File: src/pkg/lbt_pkg.sv
// lbt_pkg: register map, field layout and encodings of the loopback and
// transmit buffer control block; shared by every lbt design file.
package lbt_pkg;

    localparam int unsigned          LBT_ADDR_W       = 8;
    localparam int unsigned          LBT_DATA_W       = 32;

    // register byte offsets
    localparam logic [7:0]           LBT_LOOP_OFS     = 8'h44;
    localparam logic [7:0]           LBT_TXDLY_OFS    = 8'h48;

    // loop_path_select fields
    localparam int unsigned          LBT_FWD_LSB      = 0;
    localparam int unsigned          LBT_FWD_W        = 2;
    localparam int unsigned          LBT_REV_LSB      = 8;
    localparam int unsigned          LBT_REV_W        = 3;

    // tx_buffer_delay_control fields
    localparam int unsigned          LBT_REALIGN_BIT  = 8;
    localparam int unsigned          LBT_FILL_LSB     = 0;
    localparam int unsigned          LBT_FILL_W       = 4;

    // reverse loopback codes
    localparam logic [2:0]           LBT_REV_OFF      = 3'h0;
    localparam logic [2:0]           LBT_REV_FULL     = 3'h1;
    localparam logic [2:0]           LBT_REV_IQ       = 3'h2;
    localparam logic [2:0]           LBT_REV_FAST     = 3'h3;
    localparam logic [2:0]           LBT_REV_FAST_VS  = 3'h4;

    // forward loopback codes
    localparam logic [1:0]           LBT_FWD_OFF      = 2'h0;
    localparam logic [1:0]           LBT_FWD_PMA      = 2'h1;
    localparam logic [1:0]           LBT_FWD_EXDLY    = 2'h2;
    localparam logic [1:0]           LBT_FWD_FRAME    = 2'h3;

    // received word class, tagged by the deframer
    localparam logic [1:0]           LBT_CLS_OTHER    = 2'h0;
    localparam logic [1:0]           LBT_CLS_FAST     = 2'h1;
    localparam logic [1:0]           LBT_CLS_VENDOR   = 2'h2;

    // reset values
    localparam logic [31:0]          LBT_RST_WORD     = 32'h0000_0000;

    // axi responses
    localparam logic [1:0]           LBT_RESP_OKAY    = 2'h0;
    localparam logic [1:0]           LBT_RESP_SLVERR  = 2'h2;

    typedef enum logic [1:0] {
        LBT_WR_IDLE = 2'b01,
        LBT_WR_RESP = 2'b10
    } lbt_wr_state_t;

    typedef enum logic [1:0] {
        LBT_RD_IDLE = 2'b01,
        LBT_RD_RESP = 2'b10
    } lbt_rd_state_t;

endpackage : lbt_pkg

File: src/verilog/lbt_word_select.sv
// lbt_word_select: decides per outgoing word whether the received word is
// echoed or the locally built word is sent, from the reverse loopback code.
// assumes received and local words are aligned to the same frame position.
`timescale 1ns/1ps

module lbt_word_select
    import lbt_pkg::*;
(
    input  wire logic [2:0]  rev_mode,
    input  wire logic        rx_is_ctrl,
    input  wire logic [1:0]  rx_class,
    input  wire logic [31:0] rx_word,
    input  wire logic [31:0] local_word,
    output wire logic        echo,
    output wire logic [31:0] out_word
);

    wire logic is_fast;
    wire logic is_vendor;
    wire logic pick_full;
    wire logic pick_iq;
    wire logic pick_fast;
    wire logic pick_fast_vs;

    assign is_fast      = (rx_class == LBT_CLS_FAST);
    assign is_vendor    = (rx_class == LBT_CLS_VENDOR);
    assign pick_full    = (rev_mode == LBT_REV_FULL);
    assign pick_iq      = (rev_mode == LBT_REV_IQ) && !rx_is_ctrl;
    assign pick_fast    = (rev_mode == LBT_REV_FAST) && is_fast;
    assign pick_fast_vs = (rev_mode == LBT_REV_FAST_VS) && rx_is_ctrl
                          && (is_fast || is_vendor);

    assign echo     = pick_full || pick_iq || pick_fast || pick_fast_vs;
    assign out_word = echo ? rx_word : local_word;

endmodule : lbt_word_select

File: src/verilog/lbt_loop_ctrl.sv
// lbt_loop_ctrl: axi4-lite register bank for loopback path selection and
// transmit buffer pointer realignment, with the reverse loopback word mux.
// assumes one clock for bus and datapath; datapath inputs are synchronous.
//
// Operation
// - reverse code 0 sends only local words, code 1 echoes every received word unchanged.
// - reverse code 2 echoes received data words and builds all control words locally.
// - reverse code 3 echoes fast management words and builds every other word locally.
// - reverse code 4 echoes fast management and vendor control words, the rest is local.
// - forward code 0 is no loopback, code 1 is the serial pma loop if that option is built.
// - forward code 2 loops through the extended delay logic, only with the parallel option.
// - forward code 3 loops through framing logic only, only with the parallel option.
// - the forward field is two rw bits at 1:0, resets to zero and shows the active path.
// - a 0 to 1 change of bit 8 of the tx delay register forces a tx buffer pointer realignment.
// - a line bit rate change realigns the tx buffer pointers without software.
// - bits 3:0 of the tx delay register read the present tx buffer fill level.
`timescale 1ns/1ps

module lbt_loop_ctrl
    import lbt_pkg::*;
#(
    parameter bit HAS_PAR_REV = 1'b1,
    parameter bit HAS_SER_FWD = 1'b1,
    parameter bit HAS_PAR_FWD = 1'b1,
    parameter int RATE_W      = 4
)(
    input  wire logic              core_clk,
    input  wire logic              resetn,
    input  wire logic [7:0]        s_axi_awaddr,
    input  wire logic              s_axi_awvalid,
    output wire logic              s_axi_awready,
    input  wire logic [31:0]       s_axi_wdata,
    input  wire logic [3:0]        s_axi_wstrb,
    input  wire logic              s_axi_wvalid,
    output wire logic              s_axi_wready,
    output wire logic [1:0]        s_axi_bresp,
    output wire logic              s_axi_bvalid,
    input  wire logic              s_axi_bready,
    input  wire logic [7:0]        s_axi_araddr,
    input  wire logic              s_axi_arvalid,
    output wire logic              s_axi_arready,
    output wire logic [31:0]       s_axi_rdata,
    output wire logic [1:0]        s_axi_rresp,
    output wire logic              s_axi_rvalid,
    input  wire logic              s_axi_rready,
    input  wire logic [31:0]       rx_word,
    input  wire logic              rx_word_valid,
    input  wire logic              rx_word_is_ctrl,
    input  wire logic [1:0]        rx_word_class,
    input  wire logic [31:0]       local_word,
    output wire logic [31:0]       tx_word,
    output wire logic              tx_word_valid,
    output wire logic              tx_word_looped,
    input  wire logic [RATE_W-1:0] line_rate,
    input  wire logic [3:0]        tx_fill_level,
    output wire logic              fwd_pma_loop,
    output wire logic              fwd_exdly_loop,
    output wire logic              fwd_frame_loop,
    output wire logic              tx_pointer_realign
);

    // codes whose option is not built are stored as zero, so a read
    // always shows the path that is really active
    function automatic logic [1:0] fwd_legal(input logic [1:0] code);
        logic [1:0] res;
        res = LBT_FWD_OFF;
        if (code == LBT_FWD_PMA && HAS_SER_FWD) begin
            res = code;
        end else if ((code == LBT_FWD_EXDLY || code == LBT_FWD_FRAME) && HAS_PAR_FWD) begin
            res = code;
        end
        return res;
    endfunction : fwd_legal

    function automatic logic [2:0] rev_legal(input logic [2:0] code);
        logic [2:0] res;
        res = LBT_REV_OFF;
        if (HAS_PAR_REV && code <= LBT_REV_FAST_VS) begin
            res = code;
        end
        return res;
    endfunction : rev_legal

    // reset release
    logic rst_meta_ff;
    logic rst_n;

    always_ff @(posedge core_clk or negedge resetn) begin
        if (!resetn) begin
            rst_meta_ff <= 1'b0;
            rst_n       <= 1'b0;
        end else begin
            rst_meta_ff <= 1'b1;
            rst_n       <= rst_meta_ff;
        end
    end

    // write channel
    lbt_wr_state_t wr_state_ff;
    logic          awready_ff;
    logic          wready_ff;
    logic          aw_held_ff;
    logic          w_held_ff;
    logic [7:0]    awaddr_ff;
    logic [31:0]   wdata_ff;
    logic [3:0]    wstrb_ff;
    logic          bvalid_ff;
    logic [1:0]    bresp_ff;

    wire logic        aw_take;
    wire logic        w_take;
    wire logic        aw_have;
    wire logic        w_have;
    wire logic        do_write;
    wire logic        b_done;
    wire logic [7:0]  wr_addr;
    wire logic [31:0] wr_data;
    wire logic [3:0]  wr_strb;
    wire logic        wr_loop;
    wire logic        wr_txdly;

    assign aw_take  = s_axi_awvalid && awready_ff;
    assign w_take   = s_axi_wvalid && wready_ff;
    assign aw_have  = aw_held_ff || aw_take;
    assign w_have   = w_held_ff || w_take;
    assign do_write = (wr_state_ff == LBT_WR_IDLE) && aw_have && w_have;
    assign b_done   = bvalid_ff && s_axi_bready;
    assign wr_addr  = aw_held_ff ? awaddr_ff : s_axi_awaddr;
    assign wr_data  = w_held_ff ? wdata_ff : s_axi_wdata;
    assign wr_strb  = w_held_ff ? wstrb_ff : s_axi_wstrb;
    assign wr_loop  = do_write && (wr_addr == LBT_LOOP_OFS);
    assign wr_txdly = do_write && (wr_addr == LBT_TXDLY_OFS);

    always_ff @(posedge core_clk or negedge rst_n) begin
        if (!rst_n) begin
            wr_state_ff <= LBT_WR_IDLE;
            awready_ff  <= 1'b1;
            wready_ff   <= 1'b1;
            aw_held_ff  <= 1'b0;
            w_held_ff   <= 1'b0;
            bvalid_ff   <= 1'b0;
            bresp_ff    <= LBT_RESP_OKAY;
        end else if (do_write) begin
            wr_state_ff <= LBT_WR_RESP;
            awready_ff  <= 1'b0;
            wready_ff   <= 1'b0;
            aw_held_ff  <= 1'b0;
            w_held_ff   <= 1'b0;
            bvalid_ff   <= 1'b1;
            bresp_ff    <= (wr_loop || wr_txdly) ? LBT_RESP_OKAY : LBT_RESP_SLVERR;
        end else if (b_done) begin
            wr_state_ff <= LBT_WR_IDLE;
            awready_ff  <= 1'b1;
            wready_ff   <= 1'b1;
            bvalid_ff   <= 1'b0;
        end else begin
            if (aw_take) begin
                awready_ff <= 1'b0;
                aw_held_ff <= 1'b1;
            end
            if (w_take) begin
                wready_ff <= 1'b0;
                w_held_ff <= 1'b1;
            end
        end
    end

    // payload capture, no reset needed beyond a defined value
    always_ff @(posedge core_clk or negedge rst_n) begin
        if (!rst_n) begin
            awaddr_ff <= '0;
            wdata_ff  <= LBT_RST_WORD;
            wstrb_ff  <= '0;
        end else begin
            if (aw_take) awaddr_ff <= s_axi_awaddr;
            if (w_take) wdata_ff <= s_axi_wdata;
            if (w_take) wstrb_ff <= s_axi_wstrb;
        end
    end

    // control registers
    logic [1:0]          fwd_mode_ff;
    logic [2:0]          rev_mode_ff;
    logic                realign_req_ff;
    logic                realign_req_prev_ff;
    logic [3:0]          fill_ff;
    logic [RATE_W-1:0]   rate_prev_ff;
    logic                realign_ff;
    logic                fwd_pma_ff;
    logic                fwd_exdly_ff;
    logic                fwd_frame_ff;

    wire logic [1:0] nxt_fwd_mode;
    wire logic [2:0] nxt_rev_mode;
    wire logic       nxt_realign_req;
    wire logic       rate_changed;
    wire logic       nxt_realign;

    // only the defined fields take write data, reserved bits are dropped
    assign nxt_fwd_mode    = (wr_loop && wr_strb[0])
                             ? fwd_legal(wr_data[LBT_FWD_LSB +: LBT_FWD_W])
                             : fwd_mode_ff;
    assign nxt_rev_mode    = (wr_loop && wr_strb[1])
                             ? rev_legal(wr_data[LBT_REV_LSB +: LBT_REV_W])
                             : rev_mode_ff;
    assign nxt_realign_req = (wr_txdly && wr_strb[1])
                             ? wr_data[LBT_REALIGN_BIT]
                             : realign_req_ff;
    assign rate_changed    = (line_rate != rate_prev_ff);
    // pulse on a fresh software request or on any rate change
    assign nxt_realign     = (realign_req_ff && !realign_req_prev_ff)
                             || rate_changed;

    always_ff @(posedge core_clk or negedge rst_n) begin
        if (!rst_n) begin
            fwd_mode_ff         <= LBT_FWD_OFF;
            rev_mode_ff         <= LBT_REV_OFF;
            realign_req_ff      <= 1'b0;
            realign_req_prev_ff <= 1'b0;
            fill_ff             <= '0;
            rate_prev_ff        <= '0;
            realign_ff          <= 1'b0;
            fwd_pma_ff          <= 1'b0;
            fwd_exdly_ff        <= 1'b0;
            fwd_frame_ff        <= 1'b0;
        end else begin
            fwd_mode_ff         <= nxt_fwd_mode;
            rev_mode_ff         <= nxt_rev_mode;
            realign_req_ff      <= nxt_realign_req;
            realign_req_prev_ff <= realign_req_ff;
            fill_ff             <= tx_fill_level;
            rate_prev_ff        <= line_rate;
            realign_ff          <= nxt_realign;
            fwd_pma_ff          <= (fwd_mode_ff == LBT_FWD_PMA);
            fwd_exdly_ff        <= (fwd_mode_ff == LBT_FWD_EXDLY);
            fwd_frame_ff        <= (fwd_mode_ff == LBT_FWD_FRAME);
        end
    end

    // read channel
    lbt_rd_state_t rd_state_ff;
    logic          arready_ff;
    logic          rvalid_ff;
    logic [31:0]   rdata_ff;
    logic [1:0]    rresp_ff;
    logic [31:0]   rd_word;
    logic          rd_hit;

    wire logic ar_take;
    wire logic r_done;

    assign ar_take = s_axi_arvalid && arready_ff;
    assign r_done  = rvalid_ff && s_axi_rready;

    always_comb begin
        rd_word = LBT_RST_WORD;
        rd_hit  = 1'b0;
        if (s_axi_araddr == LBT_LOOP_OFS) begin
            rd_word[LBT_FWD_LSB +: LBT_FWD_W] = fwd_mode_ff;
            rd_word[LBT_REV_LSB +: LBT_REV_W] = rev_mode_ff;
            rd_hit = 1'b1;
        end else if (s_axi_araddr == LBT_TXDLY_OFS) begin
            rd_word[LBT_FILL_LSB +: LBT_FILL_W] = fill_ff;
            rd_word[LBT_REALIGN_BIT]            = realign_req_ff;
            rd_hit = 1'b1;
        end
    end

    always_ff @(posedge core_clk or negedge rst_n) begin
        if (!rst_n) begin
            rd_state_ff <= LBT_RD_IDLE;
            arready_ff  <= 1'b1;
            rvalid_ff   <= 1'b0;
            rdata_ff    <= LBT_RST_WORD;
            rresp_ff    <= LBT_RESP_OKAY;
        end else begin
            case (rd_state_ff)
                LBT_RD_IDLE: begin
                    if (ar_take) begin
                        rd_state_ff <= LBT_RD_RESP;
                        arready_ff  <= 1'b0;
                        rvalid_ff   <= 1'b1;
                        rdata_ff    <= rd_word;
                        rresp_ff    <= rd_hit ? LBT_RESP_OKAY : LBT_RESP_SLVERR;
                    end
                end
                LBT_RD_RESP: begin
                    if (r_done) begin
                        rd_state_ff <= LBT_RD_IDLE;
                        arready_ff  <= 1'b1;
                        rvalid_ff   <= 1'b0;
                    end
                end
                default: begin
                    rd_state_ff <= LBT_RD_IDLE;
                    arready_ff  <= 1'b1;
                    rvalid_ff   <= 1'b0;
                end
            endcase
        end
    end

    // reverse loopback word path, one register stage
    logic [31:0] tx_word_ff;
    logic        tx_valid_ff;
    logic        tx_looped_ff;

    wire logic        sel_echo;
    wire logic [31:0] sel_word;

    lbt_word_select u_word_select (
        .rev_mode   (rev_mode_ff),
        .rx_is_ctrl (rx_word_is_ctrl),
        .rx_class   (rx_word_class),
        .rx_word    (rx_word),
        .local_word (local_word),
        .echo       (sel_echo),
        .out_word   (sel_word)
    );

    always_ff @(posedge core_clk or negedge rst_n) begin
        if (!rst_n) begin
            tx_word_ff   <= LBT_RST_WORD;
            tx_valid_ff  <= 1'b0;
            tx_looped_ff <= 1'b0;
        end else begin
            tx_word_ff   <= sel_word;
            tx_valid_ff  <= rx_word_valid;
            tx_looped_ff <= sel_echo && rx_word_valid;
        end
    end

    assign s_axi_awready      = awready_ff;
    assign s_axi_wready       = wready_ff;
    assign s_axi_bvalid       = bvalid_ff;
    assign s_axi_bresp        = bresp_ff;
    assign s_axi_arready      = arready_ff;
    assign s_axi_rvalid       = rvalid_ff;
    assign s_axi_rdata        = rdata_ff;
    assign s_axi_rresp        = rresp_ff;
    assign tx_word            = tx_word_ff;
    assign tx_word_valid      = tx_valid_ff;
    assign tx_word_looped     = tx_looped_ff;
    assign fwd_pma_loop       = fwd_pma_ff;
    assign fwd_exdly_loop     = fwd_exdly_ff;
    assign fwd_frame_loop     = fwd_frame_ff;
    assign tx_pointer_realign = realign_ff;
endmodule : lbt_loop_ctrl

File: config.mk
export PLATFORM = sky130hd
export DESIGN_NAME = lbt_loop_ctrl
export DESIGN_NICKNAME = d
export VERILOG_FILES = /design/src/pkg/lbt_pkg.sv /design/src/verilog/lbt_word_select.sv /design/src/verilog/lbt_loop_ctrl.sv
export SDC_FILE = /design/constraint.sdc
export NUM_CORES = 1
export LEC_CHECK = 0
export ABC_AREA = 1
export BUFFER_PORTS_ARGS = -buffer_cell sky130_fd_sc_hd__buf_4
export CELL_PAD_IN_SITES_DETAIL_PLACEMENT = 1
export CELL_PAD_IN_SITES_GLOBAL_PLACEMENT = 1
export CORE_AREA = 2 2 107 129
export DETAILED_ROUTE_END_ITERATION = 16
export DIE_AREA = 0 0 109 131
export PLACE_DENSITY_LB_ADDON = 0.1
export SLEW_MARGIN = 10
export SYNTH_ARGS = -nofsm -noshare
export SYNTH_HDL_FRONTEND = slang
export SYNTH_HIERARCHICAL = 1
export SYNTH_SLANG_ARGS = --single-unit
File: constraint.sdc
create_clock -name core_clk -period 3.4 [get_ports core_clk]
set_clock_uncertainty 0.05 [all_clocks]
set_input_delay 0 -clock core_clk [delete_from_list [all_inputs] [get_ports core_clk]]
set_output_delay 0 -clock core_clk [all_outputs]
set_load 0.01 [all_outputs]
; Word level (Yosys, flattened, before mapping)
; Index checks and enable logic that the tools add are counted.
[classes]
magnitude_cmp = 1
eq_ne = 23
muxes = 42
reduce_logical = 38
[ops]
columns = cell, count
row1 = $eq 8x7->1 const B, 4
row2 = $mux 32, 1
row3 = $mux 2, 12
row4 = $mux 1, 22
row5 = $logic_and 1x1->1, 18
row6 = $eq 2x2->1 const B, 6
row7 = $mux 11, 1
row8 = $eq 2x1->1 const B, 5
row9 = $logic_or 1x1->1, 9
row10 = $mux 8, 1
row11 = $reduce_and 2->1, 4
row12 = $eq 3x2->1 const B, 2
row13 = $ne 2x2->1 const B, 3
row14 = $reduce_bool 2->1, 3
row15 = $reduce_bool 3->1, 2
row16 = $mux 4, 1
row17 = $ne 4x4->1, 1
row18 = $pmux 1 s2, 2
row19 = $pmux 2 s2, 1
row20 = $eq 3x1->1 const B, 1
row21 = $eq 3x3->1 const B, 1
row22 = $le 3x3->1 const B, 1
row23 = $mux 3, 1
row24 = $logic_not 1->1, 2
[word_totals]
ff_bits = 98
input_bits = 135
output_inout_bits = 79
elab_cells = 134

; Depth between registers and ports, before layout
[depth]
ltp_word = 7
mapped_depth = 9
ltp_nobuf = 8

; Cells and area by module
; The synthesis kept the hierarchy.
[modules_own_cells]
columns = module, instances, cells_per_inst, area_per_inst_um2, seq_area_each_um2
row1 = lbt_loop_ctrl, 1, 346, 3553.4, 2182.1
row2 = lbt_word_select, 1, 119, 544.3, 0.0

; Worst setup path after synthesis
; OpenSTA, ideal clock, no wires.
[synth_timing]
path_kind = register to register
start = register wready_ff (netlist: s_axi_wready)
end = register rev_mode_ff[1]
setup_time_ps = 117
arrival_ps = 1256
required_ps = 3233
path_slack_ps = 1977
path_stages_with_launch = 8
path_buffers = 0
period_less_slack_ps = 1423
path_cell_list = dfstp_2 -> nand2_2 -> nand2_2 -> nand3_4 -> a21oi_4 -> nand3_2 -> nand2_1 -> nand2_1
[synth_between]
elab_chain_len = 5
[synth_rtl]
columns = element, line
row1 = from (decl), lbt_loop_ctrl.sv:101  ; logic wready_ff;
row2 = from (signal assigned), lbt_loop_ctrl.sv:138  ; wready_ff <= 1'b1;
row3 = from (signal assigned), lbt_loop_ctrl.sv:146  ; wready_ff <= 1'b0;
row4 = from (signal assigned), lbt_loop_ctrl.sv:154  ; wready_ff <= 1'b1;
row5 = $logic_and 1x1->1, lbt_loop_ctrl.sv:123  ; assign w_take = s_axi_wvalid && wready_ff;
row6 = $logic_or 1x1->1, lbt_loop_ctrl.sv:125  ; assign w_have = w_held_ff || w_take;
row7 = $logic_and 1x1->1, lbt_loop_ctrl.sv:126  ; assign do_write = (wr_state_ff == LBT_WR_IDLE) && aw_have && w_have;
row8 = $logic_and 1x1->1, lbt_loop_ctrl.sv:131  ; assign wr_loop = do_write && (wr_addr == LBT_LOOP_OFS);
row9 = $logic_and 1x1->1, lbt_loop_ctrl.sv:203  ; assign nxt_rev_mode = (wr_loop && wr_strb[1])
row10 = to (signal assigned), lbt_loop_ctrl.sv:228  ; rev_mode_ff <= nxt_rev_mode;
row11 = to (decl), lbt_loop_ctrl.sv:183  ; logic [2:0] rev_mode_ff;
; Every way passes these cells.
; A chain may end at the register's enable or synchronous reset.

; Worst setup path in the final report
[layout_timing]
start = register rev_mode_ff[1]
end = register tx_word_ff[23] (netlist: tx_word[23])
[layout_between]
elab_chain_len = 6
[layout_rtl]
columns = element, line
row1 = $eq 3x2->1, lbt_word_select.sv:28  ; assign pick_iq = (rev_mode == LBT_REV_IQ) && !rx_is_ctrl;
row2 = $logic_and 1x1->1, lbt_word_select.sv:28
row3 = $logic_or 1x1->1 (2 in series), lbt_word_select.sv:33  ; assign echo = pick_full || pick_iq || pick_fast || pick_fast_vs;
row4 = $logic_or 1x1->1 *, lbt_word_select.sv:33
row5 = named net sel_echo, lbt_loop_ctrl.sv:308  ; wire logic sel_echo;
row6 = $mux 32 *, lbt_word_select.sv:34  ; assign out_word = echo ? rx_word : local_word;
row7 = named net sel_word[23], lbt_loop_ctrl.sv:309  ; wire logic [31:0] sel_word;
row8 = to (signal assigned), lbt_loop_ctrl.sv:327  ; tx_word_ff <= sel_word;
row9 = to (decl), lbt_loop_ctrl.sv:304  ; logic [31:0] tx_word_ff;
; The timed path passes the listed nets; every way through them passes the cells marked *.

==> summary.md <==
| Metric | Value |
|---|---|
| FMAX | 0.404 GHz |
| Share of cells above drive strength 1 | about 29% |
| Worst rel slew slack | between 50% and 60% |
| Core Rows | 46 |
| First-pass iteration count of the detailed router | 4 |
| Switching pwr | 591 uW |
| Max_cap viols | 0 |
| Flops & latches, synth | 87 |
| XOR/XNOR share of the synthesized area | 0.855% |
| Met3 usage | ~6.0% |
| Syn Inst Count | ~470 |
| GP Congestion | 0.719 |
| Vias in the first global route | 4,212 |
| Met1 Resource Use GR | a little under a fifth |
| CTS Buffer Depth | 2 |
| Final Critical Period | 2.47 ns |
| Drt drc | 0 |
| Setup violators final | 0 |
| Wire length per cell | about 14 um |
| Clock share of power | 39.3% |
| Syn_area_per_cell | between 8 and 9 um2 |
| Crit path DAT | 2.65 ns |
| Final ANT Viol Nets | 0 |
| First-pass GRT wire length | 19,600 um |
| Sequential fraction of the synthesis area | 53.3% |
| Dpl ws | around 1.5 ns |
| Count of cell types in the netlist | 35 |
| Resized Gates After CTS | 0 |
| Worst setup path class | reg -> reg |
| Clk slew on worst S/H paths | 0.07 ns |
| Most common cell after layout, fill and taps aside | buf_4 |
| WL final | approximately 12,000 um |
| Final period utilization | 72.8% |
| P&R area growth vs syn | 60.7% |
| CTS Buf Count | 9 |
| Ys Warns | 6 |
| Most frequent cells in the layout | buf_4, nand2_1, dlygate4sd3_1 |
| Vias per cell | 4.41 |
| DIE AREA | 0.0143 mm2 |
| CTS Sinks | 87 |
| Drt first-iter violations | 108 |
| Main combinational cell family by area after synthesis | simple AND/OR/NAND/NOR gates |
| Required time worst endpoint | 3.58 ns |
| GRT Overall Usage | 17.6% |
| Synth Area in Compound Gates | 4.34% |
| Fin nets | 856 |
| Die Width | 109 um |
| Met2 usage in global routing | 32.6% |
| Simple-gate area share of the yosys netlist | 28.8% |
| Hold Vio Cnt, Final | 0 |
| Pwr Density | 364 mW/mm2 |
| P_leak | 3.34 nW |
| IO Pins | 214 |
| Root buf cell | clkbuf_16 |
| Maximum vdd drop | 0.000217 V |
| H-Tree Depth | 3 |
| RSZ-0062 raised after global routing | false |
| Synth Area in Adders | less than 1% |
| Post-DP Area | between 0.005 and 0.006 mm2 |
| Chip Height | between 100 and 150 um |
| Setup tns final | 0 ns |
| Internal | between 1.5 and 2 mW |
| Reg power frac | 45.8% |
| Sw frac | 24.7% |
| Worst setup EP type | register |
| Syn Std Cell Area | ~0.0041 mm2 |
| Largest net degree at the start of global routing | 38 |
| Hold crit path type | in -> reg |
| Initial antenna violation count | 0 |
| Busiest grt layer | met2 |
| Finished Cell Area | 0.00658 mm2 |
| Post-synthesis mux area share | 0% |
| Detailed-placement wirelength estimate | between 8000 and 9000 um |
| Measured slew at the worst slew-check pin | 0.640 ns |
| Vias | 3,938 |
| Pins Over Slew Limit | 0 |
| # fillers | 1,505 |
| Antenna cells | 0 |
| Starting density of the core | 31.4% |
| Total grt overflow | 0 |
| Final setup margin | slightly above 0.9 ns |
| Crit path max fanout | 33 |
| CTS tree | done |
| Run status | completed |
| Core Box Area | 0.0131 mm2 |
| Startpoint types | register |
| Port bufs | 157 |
| Clock latency on the worst-skew pair | 0.34 ns |
| Combinational share of power | between 10% and 20% |
[worst max-delay path, stage by stage, from the launching register on]
cell	delay, ns
dfrtp_1	0.43
nand2_1	0.09
nand2_1	0.06
nand3_2	0.05
buf_4	0.34
nand2_2	0.47
nand2_1	0.22
nand2_1	0.07
dlygate4sd3_1	0.55
[logic make-up (layout without fill, tap and decap cells)]
family / Yosys count / in the layout
AO/OA/AOI/OAI: 32 / 32
XOR/XNOR: 4 / 4
other: 2 / 28
adder cells (fa/ha/maj): 1 / 1
AND/OR/NAND/NOR: 246 / 246
buffers and inverters: 93 / 327
flip-flops: 87 / 87
[layout make-up]
type                            instances  area [um2]  share of cell area, %
Timing Repair Buffer                  259        2190                   33.3
Multi-Input combinational cell        311        1510                   22.9
Sequential cell                        87        2190                   33.2
Tap cell                              168         210                   3.19
Clock buffer                           10         239                   3.63
Inverter                               52         203                   3.08
Clock inverter                          6        46.3                  0.703
[path summary, 6_finish.rpt]
| check | from | cells after the start | slack, ns | to |
|---|---|---|---|---|
| max | rev_mode_ff[1] | 8 | 0.93 | tx_word[23] |
| max reg2reg | rev_mode_ff[1] | 8 | 0.93 | tx_word[23] |
| min in group asynchronous | rst_n | 0 | 0.24 | w_held_ff |
| min | s_axi_awvalid | 4 | 0.009 | awaddr_ff[1] |
| max in group asynchronous | rst_n | 1 | 2.29 | rd_state_ff[0] |
| min reg2reg | rst_n | 0 | 0.24 | w_held_ff |
[routing by layer]
metal / part of all wire (%) / wire, um
met1: 36 / 4480
met2: 54 / 6640
met3: 7.6 / 930
met4: 2.0 / 244
met5: 0 / 0
[power by group through the flow]
stage | clock network (mW) | logic [mW] | registers, mW
floorplan | 0 | 0.0919 | 1.14
global placement | 0 | 0.262 | 1.12
detailed placement | 0 | 0.270 | 1.12
CTS | 0.974 | 0.357 | 1.10
global route | 1.01 | 0.389 | 1.10
finish | 0.942 | 0.356 | 1.10
[state kept, by name, indices dropped and copies added, names as in the netlist, 3 cells and up]
signal,cells
tx_word,32
awaddr_ff,8
s_axi_rdata,7
wdata_ff,5
fill_ff,4
rate_prev_ff,4
rev_mode_ff,3
[synth_stat cells (all sizes together)]
master | count | area, um2
a31oi | 2 | 12.5
dfstp | 4 | 105
nand3b | 2 | 15.0
xnor2 | 2 | 17.5
o21ai | 26 | 130
or2 | 1 | 6.26
nor4 | 1 | 21.3
dfrtp | 83 | 2080
xor2 | 2 | 17.5
clkbuf | 3 | 11.3
o2111ai | 1 | 8.76
buf | 38 | 289
conb | 2 | 7.51
ha | 1 | 12.5
nand2 | 153 | 609
inv | 52 | 203
nor3 | 2 | 15.0
nand3 | 48 | 285
nand4 | 11 | 75.1
a21oi | 3 | 26.3
nor2 | 28 | 153
[repair_timing]
item                                    4_1_cts  5_1_grt
hold buffers                                 98        0
hold endpoints to repair                     68        0
setup buffers                                 0        0
endpoints found under the setup margin        0        0
[through the flow]
step                hold slack (ns)  instances  total power, mW  utilization [%]
floorplan                    -0.346        491             1.23                -
global placement             -0.263        779             1.38             40.7
detailed placement           -0.262        779             1.39             40.7
CTS                          0.0100        893             2.43             50.4
global route                 0.0502        893             2.50             50.4
finish                      0.00924        893             2.40             50.4
No activity file was read; power rests on OpenSTA's default activity.
